$ cat src/include/qgc_pkg.sv
// qgc_pkg: constants and types shared by the quad gain control port
package qgc_pkg;
    localparam int NUM_CHAN = 4;
    localparam int ATTEN_W = 5;
    localparam int STEP_FIELD_W = 2;

    // register addresses carried in command bits 2:0
    localparam logic [2:0] ADDR_CHAN_A = 3'h0;
    localparam logic [2:0] ADDR_CHAN_B = 3'h1;
    localparam logic [2:0] ADDR_CHAN_C = 3'h2;
    localparam logic [2:0] ADDR_CHAN_D = 3'h3;
    localparam logic [2:0] ADDR_STEP_ADJ = 3'h4;
    localparam logic [2:0] ADDR_RST = 3'h0;

    // command byte layout
    localparam int CMD_RW_BIT = 7;
    localparam int CMD_ZERO_HI = 6;
    localparam int CMD_ZERO_LO = 3;
    localparam int CMD_ADDR_HI = 2;

    // access length in serial clocks
    localparam logic [4:0] CMD_BITS = 5'h08;
    localparam logic [4:0] ACCESS_BITS = 5'h10;

    // reset values
    localparam logic [7:0] CHAN_REG_RST = 8'h00;
    localparam logic [7:0] STEP_REG_RST = 8'h00;

    // fast adjust step codes
    localparam logic [1:0] STEP_HOLD = 2'h0;
    localparam logic [1:0] STEP_DOWN = 2'h1;
    localparam logic [1:0] STEP_UP = 2'h2;
    localparam logic [4:0] ATTEN_MAX = 5'h1F;
    localparam logic [4:0] ATTEN_MIN = 5'h00;

    // channel control register, also the gain word sent to the analog side
    typedef struct packed {
        logic rsvd;
        logic power_hi;
        logic enable;
        logic [4:0] atten;
    } qgc_chan_t;

    // three-level enable pin seen through two comparators: low 00, mid 01, high 11
    typedef struct packed {
        logic above_high;
        logic above_low;
    } qgc_tri_t;

    // every pin that crosses into clk_sys
    typedef struct packed {
        logic mode;
        logic [4:0] atten;
        qgc_tri_t [3:0] power_sel;
    } qgc_pins_t;

    // strap low, attenuation pins pulled high, enables at ground
    localparam qgc_pins_t PINS_RST = '{mode: 1'b0, atten: 5'h1F, power_sel: 8'h00};

    typedef enum logic [1:0] {
        SPI_IDLE = 2'b00,
        SPI_CMD = 2'b01,
        SPI_DATA = 2'b11,
        SPI_FULL = 2'b10
    } qgc_spi_state_t;
endpackage : qgc_pkg

$ cat src/hw/qgc_port.sv
// qgc_port: pin-level control port of a four-channel variable gain amplifier
//
// Overview of operation
// RULE_01 - strap low selects parallel control, high selects serial; strap defaults low.
// RULE_02 - four shared pins are upper attenuation bits or the serial port, by mode.
// RULE_03 - parallel mode applies the 5-bit pin word to the gain at once.
// RULE_04 - host switches parallel bits together, optionally disabling the channel meanwhile.
// RULE_05 - undriven attenuation pins read high, selecting all-ones attenuation.
// RULE_06 - enable pin low disables, high selects high power, mid selects low power.
// RULE_07 - a disabled channel keeps its last attenuation and resumes with it.
// RULE_08 - serial mode ignores enable pins; channel registers give power and enable.
// RULE_09 - select is active low; the device joins a transfer only while it is low.
// RULE_10 - input data sampled on rising serial clock, output changes on falling.
// RULE_11 - host may park the serial clock low between transfers.
// RULE_12 - each select fall starts a fresh 16-clock access: command then data.
// RULE_13 - select released before sixteen clocks causes no address update, no write.
// RULE_14 - select rise captures the address and, for writes, stores the data byte.
// RULE_15 - serial output is driven only while select is low.
// RULE_16 - addressed register shifts out msb first on the second eight falling edges.
// RULE_17 - stored address after power-up is zero, channel A.
// RULE_18 - command bit 7 read, bits 6:3 zero, bits 2:0 select register.
// RULE_19 - channel register: reserved zero, power level, enable, 5-bit attenuation.
// RULE_20 - fast adjust holds 2-bit codes: D 7:6, C 5:4, B 3:2, A 1:0.
// RULE_21 - code 00 holds, 01 lowers, 10 raises attenuation one step; 11 reserved.
// RULE_22 - attenuation spans 31 dB over 32 uniform codes.
// RULE_23 - fast adjust saturates at codes zero and thirty-one, never wraps.
// RULE_24 - serial mode gain uses the channel register bits after the write completes.
`timescale 1ns/1ps
module qgc_port
    import qgc_pkg::*;
(
    input wire logic clk_sys,
    input wire logic rst_n,
    input wire logic mode_sel,
    input wire logic atten_bit0,
    input wire logic atten_bit1,
    input wire logic atten_bit2,
    input wire logic atten_bit3,
    input wire logic atten_bit4_i,
    output logic atten_bit4_o,
    output logic atten_bit4_oe,
    input wire qgc_tri_t power_sel_chan_a,
    input wire qgc_tri_t power_sel_chan_b,
    input wire qgc_tri_t power_sel_chan_c,
    input wire qgc_tri_t power_sel_chan_d,
    output qgc_chan_t [NUM_CHAN-1:0] gain_out,
    output logic [2:0] stored_addr
);

    // decode of a command byte, shared by commit logic and checks
    function automatic logic cmd_valid(input logic [7:0] cmd);
        cmd_valid = (cmd[CMD_ZERO_HI:CMD_ZERO_LO] == 4'h0)
            && (cmd[CMD_ADDR_HI:0] <= ADDR_STEP_ADJ); // RULE_18
    endfunction : cmd_valid

    // saturating one-step move of an attenuation code
    function automatic logic [4:0] step_atten(input logic [4:0] atten, input logic [1:0] code);
        step_atten = atten;
        if (code == STEP_DOWN && atten != ATTEN_MIN) begin // RULE_21 RULE_23
            step_atten = atten - 5'h01;
        end else if (code == STEP_UP && atten != ATTEN_MAX) begin // RULE_21 RULE_23
            step_atten = atten + 5'h01;
        end
    endfunction : step_atten

    qgc_pins_t pins_raw;
    qgc_pins_t sync1_q;
    qgc_pins_t sync2_q;
    logic sclk_q;
    logic csn_q;
    logic serial;
    logic sclk_s;
    logic csn_s;
    logic sdi_s;
    logic sel_active;
    logic cs_fall;
    logic cs_rise;
    logic sclk_rise;
    logic sclk_fall;
    logic commit;
    logic wr_en;
    qgc_spi_state_t state_q;
    logic [4:0] bit_cnt_q;
    logic [15:0] shift_q;
    logic [7:0] out_q;
    logic oe_q;
    logic [2:0] addr_q;
    qgc_chan_t [NUM_CHAN-1:0] chan_q;
    logic [7:0] step_q;
    qgc_chan_t [NUM_CHAN-1:0] gain_q;
    qgc_tri_t [NUM_CHAN-1:0] sel_s;

    // readback of any register; unmapped codes read zero
    function automatic logic [7:0] reg_read(input logic [2:0] addr);
        reg_read = 8'h00;
        if (addr == ADDR_STEP_ADJ) begin
            reg_read = step_q;
        end else if (addr <= ADDR_CHAN_D) begin
            reg_read = chan_q[addr[1:0]];
        end
    endfunction : reg_read

    assign pins_raw = '{mode: mode_sel,
        atten: {atten_bit4_i, atten_bit3, atten_bit2, atten_bit1, atten_bit0},
        power_sel: {power_sel_chan_d, power_sel_chan_c, power_sel_chan_b, power_sel_chan_a}};

    // two-flop synchronisers; reset values follow the pad pulls
    always_ff @(posedge clk_sys) begin
        if (!rst_n) begin
            sync1_q <= PINS_RST; // RULE_05 RULE_01
            sync2_q <= PINS_RST;
        end else begin
            sync1_q <= pins_raw;
            sync2_q <= sync1_q;
        end
    end

    assign serial = sync2_q.mode; // RULE_01
    assign sclk_s = sync2_q.atten[1]; // RULE_02
    assign csn_s = sync2_q.atten[2];
    assign sdi_s = sync2_q.atten[3];
    assign sel_s = sync2_q.power_sel;

    // third stage for edge finding on the synchronised serial pins
    always_ff @(posedge clk_sys) begin
        if (!rst_n) begin
            sclk_q <= 1'b0;
            csn_q <= 1'b1;
        end else begin
            sclk_q <= sclk_s;
            csn_q <= csn_s;
        end
    end

    assign sel_active = serial && !csn_s; // RULE_09
    assign cs_fall = sel_active && csn_q; // RULE_12
    assign cs_rise = serial && csn_s && !csn_q;
    // clock edges count only under select, so a parked clock is harmless
    assign sclk_rise = sel_active && sclk_s && !sclk_q; // RULE_10 RULE_11
    assign sclk_fall = sel_active && !sclk_s && sclk_q; // RULE_10
    assign commit = cs_rise && (state_q == SPI_FULL); // RULE_13
    assign wr_en = commit && cmd_valid(shift_q[15:8]) && !shift_q[8+CMD_RW_BIT];

    // access sequencer and input shifter; clocks past sixteen are ignored
    always_ff @(posedge clk_sys) begin
        if (!rst_n || !serial) begin
            state_q <= SPI_IDLE;
            bit_cnt_q <= 5'h00;
            shift_q <= 16'h0000;
        end else if (cs_fall) begin
            state_q <= SPI_CMD; // RULE_12
            bit_cnt_q <= 5'h00;
        end else if (csn_s) begin
            state_q <= SPI_IDLE;
        end else if (sclk_rise && (state_q == SPI_CMD || state_q == SPI_DATA)) begin
            shift_q <= {shift_q[14:0], sdi_s}; // RULE_10
            bit_cnt_q <= bit_cnt_q + 5'h01;
            if (bit_cnt_q + 5'h01 == CMD_BITS) begin
                state_q <= SPI_DATA;
            end else if (bit_cnt_q + 5'h01 == ACCESS_BITS) begin
                state_q <= SPI_FULL; // RULE_12
            end
        end
    end

    // output shifter: loaded on the falling edge after the command byte
    always_ff @(posedge clk_sys) begin
        if (!rst_n || !sel_active) begin
            out_q <= 8'h00;
        end else if (sclk_fall) begin
            if (state_q == SPI_DATA && bit_cnt_q == CMD_BITS) begin
                out_q <= reg_read(shift_q[2:0]); // RULE_16
            end else begin
                out_q <= {out_q[6:0], 1'b0}; // RULE_16
            end
        end
    end

    // output enable follows select; parallel mode never drives the shared pin
    always_ff @(posedge clk_sys) begin
        if (!rst_n) begin
            oe_q <= 1'b0;
        end else begin
            oe_q <= sel_active; // RULE_15 RULE_02
        end
    end

    assign atten_bit4_o = out_q[7];
    assign atten_bit4_oe = oe_q;

    // stored address, updated only by a complete access
    always_ff @(posedge clk_sys) begin
        if (!rst_n) begin
            addr_q <= ADDR_RST; // RULE_17
        end else if (commit && cmd_valid(shift_q[15:8])) begin
            addr_q <= shift_q[8+CMD_ADDR_HI:8]; // RULE_14
        end
    end

    assign stored_addr = addr_q;

    // fast adjust register
    always_ff @(posedge clk_sys) begin
        if (!rst_n) begin
            step_q <= STEP_REG_RST;
        end else if (wr_en && shift_q[10:8] == ADDR_STEP_ADJ) begin
            step_q <= shift_q[7:0]; // RULE_20
        end
    end

    // channel registers: direct write or one fast adjust step per write
    generate
        for (genvar i = 0; i < NUM_CHAN; i++) begin : g_chan
            always_ff @(posedge clk_sys) begin
                if (!rst_n) begin
                    chan_q[i] <= CHAN_REG_RST;
                end else if (wr_en && shift_q[10:8] == 3'(i)) begin
                    chan_q[i] <= {1'b0, shift_q[6:0]}; // RULE_14 RULE_19
                end else if (wr_en && shift_q[10:8] == ADDR_STEP_ADJ) begin
                    chan_q[i].atten <= step_atten(chan_q[i].atten,
                        shift_q[STEP_FIELD_W*i +: STEP_FIELD_W]); // RULE_20 RULE_22
                end
            end

            // gain word; pin bits are synchronised one by one, so a skewed
            // host change shows as a brief intermediate code
            always_ff @(posedge clk_sys) begin
                if (!rst_n) begin
                    gain_q[i] <= CHAN_REG_RST;
                end else if (serial) begin
                    gain_q[i] <= chan_q[i]; // RULE_08 RULE_24
                end else begin
                    gain_q[i].rsvd <= 1'b0;
                    gain_q[i].power_hi <= sel_s[i].above_high; // RULE_06
                    gain_q[i].enable <= sel_s[i].above_low; // RULE_06
                    if (sel_s[i].above_low) begin
                        gain_q[i].atten <= sync2_q.atten; // RULE_03 RULE_05 RULE_04
                    end // RULE_07
                end
            end
        end
    endgenerate

    assign gain_out = gain_q;
endmodule : qgc_port

$ cat config.mk
export PLATFORM = sky130hd
export DESIGN_NAME = qgc_port
export DESIGN_NICKNAME = d
export VERILOG_FILES = /design/src/include/qgc_pkg.sv /design/src/hw/qgc_port.sv
export SDC_FILE = /design/constraint.sdc
export NUM_CORES = 1
export LEC_CHECK = 0
export BUFFER_PORTS_ARGS = -buffer_cell sky130_fd_sc_hd__buf_4
export CAP_MARGIN = 5
export CORE_MARGIN = 1.5
export CORE_UTILIZATION = 50
export CTS_BUF_LIST = sky130_fd_sc_hd__clkbuf_16
export CTS_CLUSTER_DIAMETER = 60
export CTS_CLUSTER_SIZE = 28
export DETAILED_ROUTE_END_ITERATION = 7
export HOLD_SLACK_MARGIN = 0.1
export PLACE_DENSITY = 0.7
export SYNTH_ARGS = -nofsm -noshare
export SYNTH_HDL_FRONTEND = slang
export SYNTH_SLANG_ARGS = --single-unit
$ cat constraint.sdc
create_clock -name clk_sys -period 5.2 [get_ports clk_sys]
set_input_delay 0.26 -clock clk_sys [delete_from_list [all_inputs] [get_ports clk_sys]]
set_output_delay 0.26 -clock clk_sys [all_outputs]
set_load 0.05 [all_outputs]
---- Yosys cells after proc, flatten, opt, wreduce, memory -nomap -nowiden ----
Index checks and enable logic that the tools add are counted.
word-level totals
  flip-flop bits (word level) ............. 129
  latch bits .............................. 0
  bits in writable memories ............... 0
  memory bits (read-only) ................. 0
  input bits .............................. 16
  output and inout bits ................... 37
  word-level logic and storage cells ...... 194
  memories ................................ 0
cells by class
  add/subtract/negate cells ............... 9
  $mul .................................... 0
  divide/modulo/power cells ............... 0
  magnitude comparators ................... 3
  equality and inequality tests ........... 23
  shift-type cells ........................ 0
  multiplexer cells ....................... 34
  bitwise gates (word level) .............. 2
  reductions and logical operators ........ 69
operator list
  kind                                                                              count
  5-bit two-way mux                                                                 20
  8-bit two-way mux                                                                 4
  7-bit two-way mux                                                                 4
  1-bit logical AND                                                                 27
  5-bit by 1-bit adder with 5-bit output, second input constant                     5
  5-bit inequality test, second input constant                                      4
  5-bit nonzero test                                                                4
  5-bit by 1-bit subtractor with 5-bit output, second input constant                4
  2-bit nonzero test                                                                9
  8-bit binary-select mux with 2-bit select                                         1
  3-bit nonzero test                                                                5
  2-bit AND reduction                                                               7
  2-bit == test, second input constant                                              6
  2-bit by 1-bit == test with 1-bit output, second input constant                   5
  5-bit by 4-bit == test with 1-bit output, second input constant                   2
  1-bit zero test                                                                   8
  3-bit by 2-bit == test with 1-bit output, second input constant                   2
  3-bit == test, second input constant                                              2
  5-bit == test, second input constant                                              1
  4-bit zero test                                                                   1
  2-bit two-way mux                                                                 2
  4-bit nonzero test                                                                1
  3-bit by 1-bit == test with 1-bit output, second input constant                   1
  3-bit by 2-bit less-or-equal comparator with 1-bit output, second input constant  1
  other kinds (9)                                                                   14

---- Longest topological paths before layout ----
Gate-level depths: netlist of the first run.
  depth after elaboration ................. 8
  mapped depth ............................ 9
  gate-level depth less buffers ........... 8

---- Worst setup path before layout of the first run ----
OpenSTA, ideal clock, no wires.
  kind .................................... register to register
  from .................................... reg chan_q[0] in the netlist's numbering
  to ...................................... reg chan_q[4] in the netlist's numbering
  setup time .............................. 0.123 ns
  data arrival time ....................... 2.429 ns
  data required time ...................... 5.077 ns
  path slack .............................. 2.648 ns
  cell stages (with the launch flop) ...... 9
  path buffers ............................ 0
  clock period less this slack ............ 2.552 ns
  cells stage by stage .................... dfxtp_1 > or3_1 > o311a_4 > fa_1 > a21o_1 > a21oi_1 > xor2_1 > xnor2_1 > a311o_2
on the way
  longest elaborated chain between the ends .. 5
  elaborated cells on any way between the ends .. 12
  classes of those cells .................. add/sub (2); eq/ne (1); mux (4); reduce/logical (5)
ends and longest elaborated chain
  element                                                                       RTL line                        RTL
  from (decl)                                                                   qgc_port.sv:88                  qgc_chan_t [NUM_CHAN-1:0] chan_q;
  from (signal, indexed assignment)                                             qgc_port.sv:218                 chan_q[i] <= {1'b0, shift_q[6:0]};
  5-bit by 1-bit adder with 5-bit output or 5-bit nonzero test (tied branches)  qgc_port.sv:62, qgc_port.sv:59
  5-bit two-way mux or 1-bit logical AND (tied branches)                        qgc_port.sv:61, qgc_port.sv:59
  5-bit two-way mux                                                             qgc_port.sv:59                  if (code == STEP_DOWN && atten != ATTEN_MIN) begin
  5-bit two-way mux                                                             qgc_port.sv:219                 end else if (wr_en && shift_q[10:8] == ADDR_STEP_ADJ) begin
  5-bit two-way mux                                                             qgc_port.sv:217                 end else if (wr_en && shift_q[10:8] == 3'(i)) begin
Several ways; a longest one is shown, not always the timed one. The select of a mux whose other input is x is not followed.
A chain may end at the register's enable or synchronous reset.

---- Worst setup path after layout of the first run ----
  from .................................... reg shift_q[2]
  to ...................................... reg chan_q[12] in the netlist's numbering
on the way
  longest elaborated chain between the ends .. 5
  elaborated cells on any way between the ends .. 9
  classes of those cells .................. eq/ne (2); mux (3); reduce/logical (4)
ends and longest elaborated chain
  element                                   RTL line         RTL
  from (decl)                               qgc_port.sv:84   logic [15:0] shift_q;
  from (signal assigned)                    qgc_port.sv:156  shift_q <= {shift_q[14:0], sdi_s};
  2-bit by 1-bit == test with 1-bit output  qgc_port.sv:59
  1-bit logical AND                         qgc_port.sv:59
  5-bit two-way mux                         qgc_port.sv:59
  5-bit two-way mux                         qgc_port.sv:219
  5-bit two-way mux                         qgc_port.sv:217
Several ways; a longest one is shown, not always the timed one. The select of a mux whose other input is x is not followed.

==> results of run 1 <==
-- where the power goes --
group	total (mW)	internal [mW]	switching, mW
logic	0.124	0.0483	0.0760
clock network	1.29	0.846	0.444
registers	1.03	1.01	0.0199
total	2.44	1.90	0.540
-- layer usage --
layer / vias up / part of all wire (%) / global-route usage, %
li1: 2284 / - / -
met5: - / 0 / 0
met1: 2268 / 44 / 30.9
met4: 0 / 2.2 / 10.1
met3: 31 / 5.2 / 6.04
met2: 127 / 48 / 39.5
-- per-stage QoR --
step / hold slack [ns] / util [%] / instances
6_report: 0.264 / 61.0 / 815
3_3_place_gp: 0.390 / 54.3 / 770
3_5_place_dp: 0.391 / 54.3 / 770
2_1_floorplan: 0.361 / - / 626
5_1_grt: 0.296 / 61.0 / 815
4_1_cts: 0.257 / 61.0 / 815
-- timing repair --
action / 4_1_cts / 5_1_grt
endpoints found under the hold margin: 14 / 0
buffers inserted: 0 / 0
resized for setup: 0 / 0
hold buffers: 14 / 0
-- cells in the final DEF (no fill, tap or decap), drive strengths merged, types with 5 or more instances in the layout --
cell | netlist | layout
a211oi | 10 | 10
a21o | 9 | 9
a21oi | 42 | 42
a221oi | 6 | 6
a2bb2oi | 9 | 9
a31oi | 6 | 6
and2 | 20 | 20
and3 | 8 | 8
buf | 18 | 50
bufinv | 0 | 5
clkbuf | 31 | 17
dfxtp | 129 | 129
dlygate4sd3 | 0 | 14
ha | 14 | 14
inv | 15 | 17
mux2i | 50 | 50
mux4 | 7 | 7
nand2 | 30 | 30
nand2b | 10 | 10
nand3 | 16 | 16
nand4 | 8 | 8
nor2 | 83 | 83
nor2b | 8 | 8
nor3 | 7 | 7
o21ai | 10 | 10
o221ai | 6 | 6
xnor2 | 13 | 13
xor2 | 7 | 7
-- registers in the layout, indices dropped and copies added (netlist names) --
signal,flops
sync2_q,2
gain_out,28
state_q,2
sclk_q,1
csn_q,1
step_q,8
stored_addr,3
csn_s,1
atten_bit4_oe,1
sel_s,8
sdi_s,1
sync1_q,14
serial,1
chan_q,28
sclk_s,1
shift_q,16
bit_cnt_q,5
out_q,8
-- kinds of logic after synthesis --
logic type | count (synthesis) | share of synthesized area (%)
xor+xnor | 20 | 2.95
other cells | 1 | 0.0632
compound gates | 125 | 14.9
mux | 57 | 11.2
simple gates | 209 | 17.9
fa+ha+maj | 18 | 4.30
buf+inv | 64 | 5.21
flops | 129 | 43.5
-- worst paths after layout --
check | to | slack, ns | cells past startpoint
max | chan_q[12]$_SDFFE_PN0P_ | 2.15 | 8
min | csn_q$_SDFF_PN1_ | 0.26 | 2
max reg2reg | chan_q[12]$_SDFFE_PN0P_ | 2.15 | 8
min reg2reg | sync2_q[8]$_SDFF_PN1_ | 0.41 | 1
-- worst max-delay path, stage by stage (launching register included) --
cell and delay, ns:
dfxtp_1 0.52, inv_1 0.26, a211oi_1 0.88, ha_1 0.42, a21o_1 0.17, a21oi_1 0.17
xnor2_1 0.15, xnor2_1 0.09, o311ai_0 0.28
-- final cells by class --
type / count / area share (%)
Clock inverter: 14 / 3.03
Clock buffer: 17 / 6.05
Tap cell: 143 / 2.55
Inverter: 15 / 0.801
Sequential cell: 129 / 36.8
Multi-Input combinational cell: 433 / 43.5
Timing Repair Buffer: 64 / 7.33
==> results summary, run 1 <==
The run finished, with violations left. The number of H-tree branching levels came out at 4. Of all flip-flops after synthesis, the portion carrying an async set or reset was 0%. In this run the deepest clock path goes through 2 buffers. The largest driver fanout on the critical path is 11.

In this run, synthesis produced a sequential element count of approximately 130. Counting every instance in the synthesized netlist gives just over 600. Clock tree synthesis inserted a total of 17 buffers. The startpoint identified for the worst register-to-register timing path is shift_q[2]$_SDFFE_PP0P_. The all-layer global routing usage is about 24%. The setup TNS after final layout came out at 0 ns. During I/O placement, the number of pins put on the boundary was 53. The start point of the worst min-delay path is rst_n. The biggest area contributor in the post-synthesis netlist is dfxtp_1.

The number of failing setup endpoints in the final timing report is 0. Across the routed clock network, the largest skew measured is approximately 0.0053 ns. The number of global-route vias before repair is about 4500. The worst slew slack as a fraction of its limit is around a third. From synthesis to final layout, the design area changed by 18.4%. In the routed design, unresolved DRC markers number 2. The diode insertion count for antenna repair came out at 0. The height of the chip came out at ~110 um. The total power consumption of the routed design came out at roughly 2.4 mW.

The initial antenna violation count came to 0. Prior to clock tree synthesis, the placed netlist has a worst setup slack of approximately 2.2 ns. The die area came out at roughly 13000 um^2.

Setup repair after global routing left no endpoint under its margin. The first global-routing pass estimated approximately 24000 um of wire. The worst-case IR drop observed on VDD is between 0.2 and 0.3 mV. The first-iteration detailed-routing DRC count came out at 413. The leakage power of the design came out at around 2.8 nW.

The total length of routed wires is 14400 um. For the worst setup path, the data arrival time is 3.37 ns. After synthesis, the most frequently instantiated cells are 129 x dfxtp_1, 82 x nor2_1, 50 x mux2i_1. With fillers left out, the area of the finished cells amounts to between 7000 and 8000 um^2. The launching instance or port of the critical path is shift_q[2]$_SDFFE_PP0P_. TritonCTS built the clock tree. The sequential cell area in the final layout is 2580 um^2. The largest net degree at the start of global routing came out at between 50 and 60. Before antenna repair, the detailed router went through 7 iterations. The worst setup path is launched from a register. The number of endpoints with negative hold slack in the final report is 0. The fraction of post-synthesis cell area in the top cell type by area is 43.5%. The die boundary width came out at approximately 110 um. After synthesis, the mean cell area works out to 9.53 um^2. Dividing the detail-routed wire length by the instance count gives between 15 and 20 um.

The detailed placement HPWL is between 9000 and 10000 um. The most frequent cell after synthesis is dfxtp_1. For this run, the leading register cell type out of synthesis is dfxtp_1. The max-capacitance violation count is 0. After the last flow step, the layout net total stands at 694. The worst path setup slack after routing came out at between 2 and 2.5 ns. Summing all multi-input logic gate instances after layout gives 3060 um^2.

The cell area after synthesis is about 5900 um^2. The ratio of cells with drive above 1 in the final layout is roughly 15%. The placement row count is 39.

The routed via count came out at 4710. The worst path needs around 3.1 ns of the cycle, external delays included. The number of buffers added on ports is 48. At the worst endpoint, the required time is ~5.5 ns.

Counting every sink on the clock net gives between 100 and 150. At the pin with the least slew margin, the transition time is 1.01 ns. The power per standard cell area is ~350 nW/um^2.

The final weighted congestion in routability-driven placement is ~0.85. The unique cell type count in the Yosys netlist is 65. Once the floorplan was initialized, standard cells occupied about half of the core. The final critical-path share of the clock period is 58.7%. During synthesis, Yosys emitted a total of 0 warnings.

The remaining number of nets flagged by the antenna check after routing came out at 0. The number of enable-type register cells in the synthesized netlist is 0. The sequential area share after synthesis is about 44%.

The worst setup path is captured at a register. The layout has a little over 900 filler cells. Derived from the worst setup path, the maximum achievable clock frequency is 0.327 GHz.

Ranked by total cell area, the synthesized netlist is headed by dfxtp_1 44%, mux2i_1 8.4%, nor2_1 5.2%. The via density per instance came out at 5.78. Summed over all layers, the global routing overflow is 0. The clock edge transition at the registers on the reported setup and hold paths is ~0.060 ns.

The worst setup path is of the reg2reg kind. The min-delay analysis places its worst path in the category in2reg. CTS placed an instance of clkbuf_16 at the clock tree root. The core region is 11500 um^2.

The total count of max-transition violations in the final report came to 0. At the later pin of the worst-skew pair, clock insertion delay measures between 0.4 and 0.5 ns. The placed instances occupy a cell area of 6250 um^2. The checks that failed: DRC.
No activity file was read; power rests on OpenSTA's default activity.
==> inputs of run 2 (changes only) <==
--- a/config.mk
+++ b/config.mk
@@ -14,7 +14,7 @@
 export CTS_CLUSTER_SIZE = 28
 export DETAILED_ROUTE_END_ITERATION = 7
 export HOLD_SLACK_MARGIN = 0.1
-export PLACE_DENSITY = 0.7
+export PLACE_DENSITY = 0.73
 export SYNTH_ARGS = -nofsm -noshare
 export SYNTH_HDL_FRONTEND = slang
 export SYNTH_SLANG_ARGS = --single-unit
==> constraint.sdc (replaced) <==
create_clock -name clk_sys -period 2.6 [get_ports clk_sys]
set_input_delay 0.13 -clock clk_sys [delete_from_list [all_inputs] [get_ports clk_sys]]
set_output_delay 0.13 -clock clk_sys [all_outputs]
set_load 0.05 [all_outputs]
==> results summary, run 2 (synthesis gave the netlist of run 1 again) <==
The insertion delay of the later-clocked pin in the worst-skew pair came out at 0.41 ns (about the same). In the layout the commonest cells are 128 x dfxtp_1, 82 x nor2_1, 75 x buf_4, 50 x mux2i_1, 40 x a21oi_1. The fraction of power consumed by the clock network came out at 50.8% (-2.0 points). The largest net degree at the start of global routing came out at 58 (+7.4%). The data required time of the critical path came out at 2.89 ns (-2.63 ns). The CTS buffer count is 17 (unchanged).

The layout overhead on the synthesized area is 22.3%. Setup repair after global routing could not meet its margin everywhere. Leaving out fill and tap cells, the most frequent cell in the layout is dfxtp_1. The flow ran to the end, but the final reports show violations.

The number of nets in the final layout is 721 (+3.9%). The register-to-register setup slack came out at 0.09 ns (-2.06 ns). The highest-delay cell along the critical path is o311a_4. The total power consumption of the routed design was 4.71 mW (+93%). The final-layout worst hold slack is 0.161 ns (-0.103 ns).

The number of cells on the worst reg-to-reg path came to 8 (unchanged). The origin of the critical flop-to-flop path is chan_q[0]$_SDFFE_PN0P_. The filler-free cell count of the finished design was 843 (+3.4%).

STA classifies the critical path startpoint as a register. The worst slew slack as a fraction of its limit is 59.3% (+27 points). The clock sink count is 129 (unchanged). The remaining number of nets flagged by the antenna check after routing came to 0 (unchanged).

The utilization after layout came to 63.1% (+2.0 points). The launching instance or port of the critical path is chan_q[0]$_SDFFE_PN0P_. The max-capacitance violation count is 0 (unchanged). The total of fill cells in the finished design was 921 (-0.86%). The placement row count is 39 (unchanged). The worst setup skew after layout is 0.00846 ns (+0.00312 ns). The number of endpoints with negative hold slack in the final report came to 0 (unchanged). The internal power was 3.62 mW (+90%).

The cell family contributing the most delay on the critical path is compound AO/OA/AOI/OAI gates. The transition time at the pin with the least slew margin is 0.608 ns (-0.406 ns). The clock period minus worst slack is 2.51 ns (-0.541 ns). The arrival time of data at the critical path endpoint came out at 2.81 ns (-0.56 ns).

The residual overflow from global routing is 0 (unchanged). The first-iteration detailed-routing DRC count is 496 (+20%). The placeable core region is 11500 um^2 (unchanged). The checks that failed: DRC.

The post-place setup slack came out at 0.0104 ns (-2.21 ns). The power per standard cell area came out at 648 nW/um^2 (+86%). The first-pass iteration count of the detailed router came out at 7 (unchanged). The routed via count is 4944 (+5.0%). The power share of the sequential group came out at 43.5% (+1.4 points). The via density per instance is 5.86 (+1.5%). The worst setup path is captured at a register. The finished layout cell area is 7260 um^2 (+3.3%).

The leakage power of the design was 2.97 nW (+4.3%). The clock edge transition at the registers on the reported setup and hold paths is 0.06 ns (about the same). The critical path ends at chan_q[4]$_SDFFE_PN0P_. The longest individual stage delay on the worst path is 0.39 ns (-0.49 ns). The die area is 12500 um^2 (unchanged). The critical path buffer and inverter count came out at 0 (-1). The average detailed-routed wire length per instance came out at 17.9 um (+1.7%). The post-route DRC violation count is 12 (+10).

The worst reg2reg path endpoint is chan_q[4]$_SDFFE_PN0P_. The TritonCTS clock tree is done. The worst supply voltage drop on vdd came out at 0.612 mV (+120%). The number of H-tree branching levels is 4 (unchanged). The die boundary width is 112 um (unchanged).

The number of failing setup endpoints in the final timing report is 0 (unchanged). The initial core utilization is 51.5% (unchanged). The count of boundary I/O pins came out at 53 (unchanged). The switching power is 1.09 mW (+100%). The number of buffers added on ports is 48 (unchanged). The first-pass GRT wire length is 24500 um (+3.7%). The number of gates on the worst path with buffers counted is 8 (unchanged). The all-layer global routing usage came out at 24.9% (+0.69 points). The final critical-path share of the clock period came out at 96.7% (+38 points). The largest driver fanout on the critical path came out at 5 (-6).

Walking the worst path, the cells encountered are or3_4 -> o311a_4 -> fa_2 -> a21o_1 -> a21oi_2 -> xor2_1 -> xnor2_1 -> a311o_2. The total length of routed wires came out at 15100 um (+5.2%). The initial antenna violation count came out at 1 (+1). The detailed placement HPWL is 10100 um (+4.9%). The placed instance count is 794 (+3.1%). The category of the critical setup timing path is reg2reg. The maximum frequency from static timing analysis came out at 0.398 GHz (+22%). The final weighted congestion in routability-driven placement is 0.947 (+12%).

The path class of the tightest hold or removal check is in2reg. The worst path setup slack after routing was 0.0867 ns (-2.06 ns). The total count of max-transition violations in the final report is 0 (unchanged). The post-placement cell area came out at 6450 um^2 (+3.3%). The buffer type at the clock tree root is clkbuf_16. The setup TNS after final layout came out at 0 ns (unchanged). The portion of total power attributed to combinational logic is 5.6% (+0.5 points). The number of global-route vias before repair came out at 4772 (+6.0%). The height of the chip is 112 um (unchanged).

The maximum buffer depth of the clock tree came out at 2 (unchanged). The switching portion of total power is 23.1% (+1.0 points). The ratio of cells with drive above 1 in the final layout is 19.3% (+4.4 points).
[run 2: how the worst min path moves through the flow]
stage / start / endpoint / slack [ns] / cells past startpoint
floorplan: atten_bit2 / sync1_q[10]$_SDFF_PN1_ / 0.23 / 1
global placement: atten_bit4_i / sync1_q[12]$_SDFF_PN1_ / 0.31 / 2
detailed placement: atten_bit4_i / sync1_q[12]$_SDFF_PN1_ / 0.32 / 2
CTS: rst_n / csn_q$_SDFF_PN1_ / 0.15 / 2
global route: rst_n / csn_q$_SDFF_PN1_ / 0.18 / 2
finish: rst_n / csn_q$_SDFF_PN1_ / 0.16 / 2
[run 2: per-layer routing]
metal	part of all wire (%)	GRT usage (%)
met2	50	42.6
met3	6.5	5.39
met1	42	30.9
met4	2.1	9.70
met5	0	0
[run 2: final cells by class]
class | count | area (um^2) | share of cell area [%]
multi-input cells | 433 | 3100 | 42.7
clock buffers | 17 | 425 | 5.86
well taps | 143 | 179 | 2.46
flip-flops and latches | 129 | 2580 | 35.6
diodes | 1 | 2.50 | 0.0345
repair buffers | 91 | 743 | 10.2
clock inverters | 14 | 168 | 2.31
inverters | 15 | 56.3 | 0.775
[run 2: timing repair]
item                                   4_1_cts  5_1_grt
gates resized for setup                      1        8
gates cloned                                 0        0
hold buffers                                14        0
pin swaps                                    1        7
setup buffers                                0        3
setup endpoints to repair                    1        4
endpoints found under the hold margin       14        0
[run 2: power by group through the flow]
stage          logic [mW]  clock network (mW)  registers, mW
2_1_floorplan       0.119                   0           2.14
3_3_place_gp        0.243                   0           2.09
3_5_place_dp        0.246                   0           2.09
4_1_cts             0.264                2.41           2.05
5_1_grt             0.284                2.50           2.05
6_report            0.265                2.39           2.05
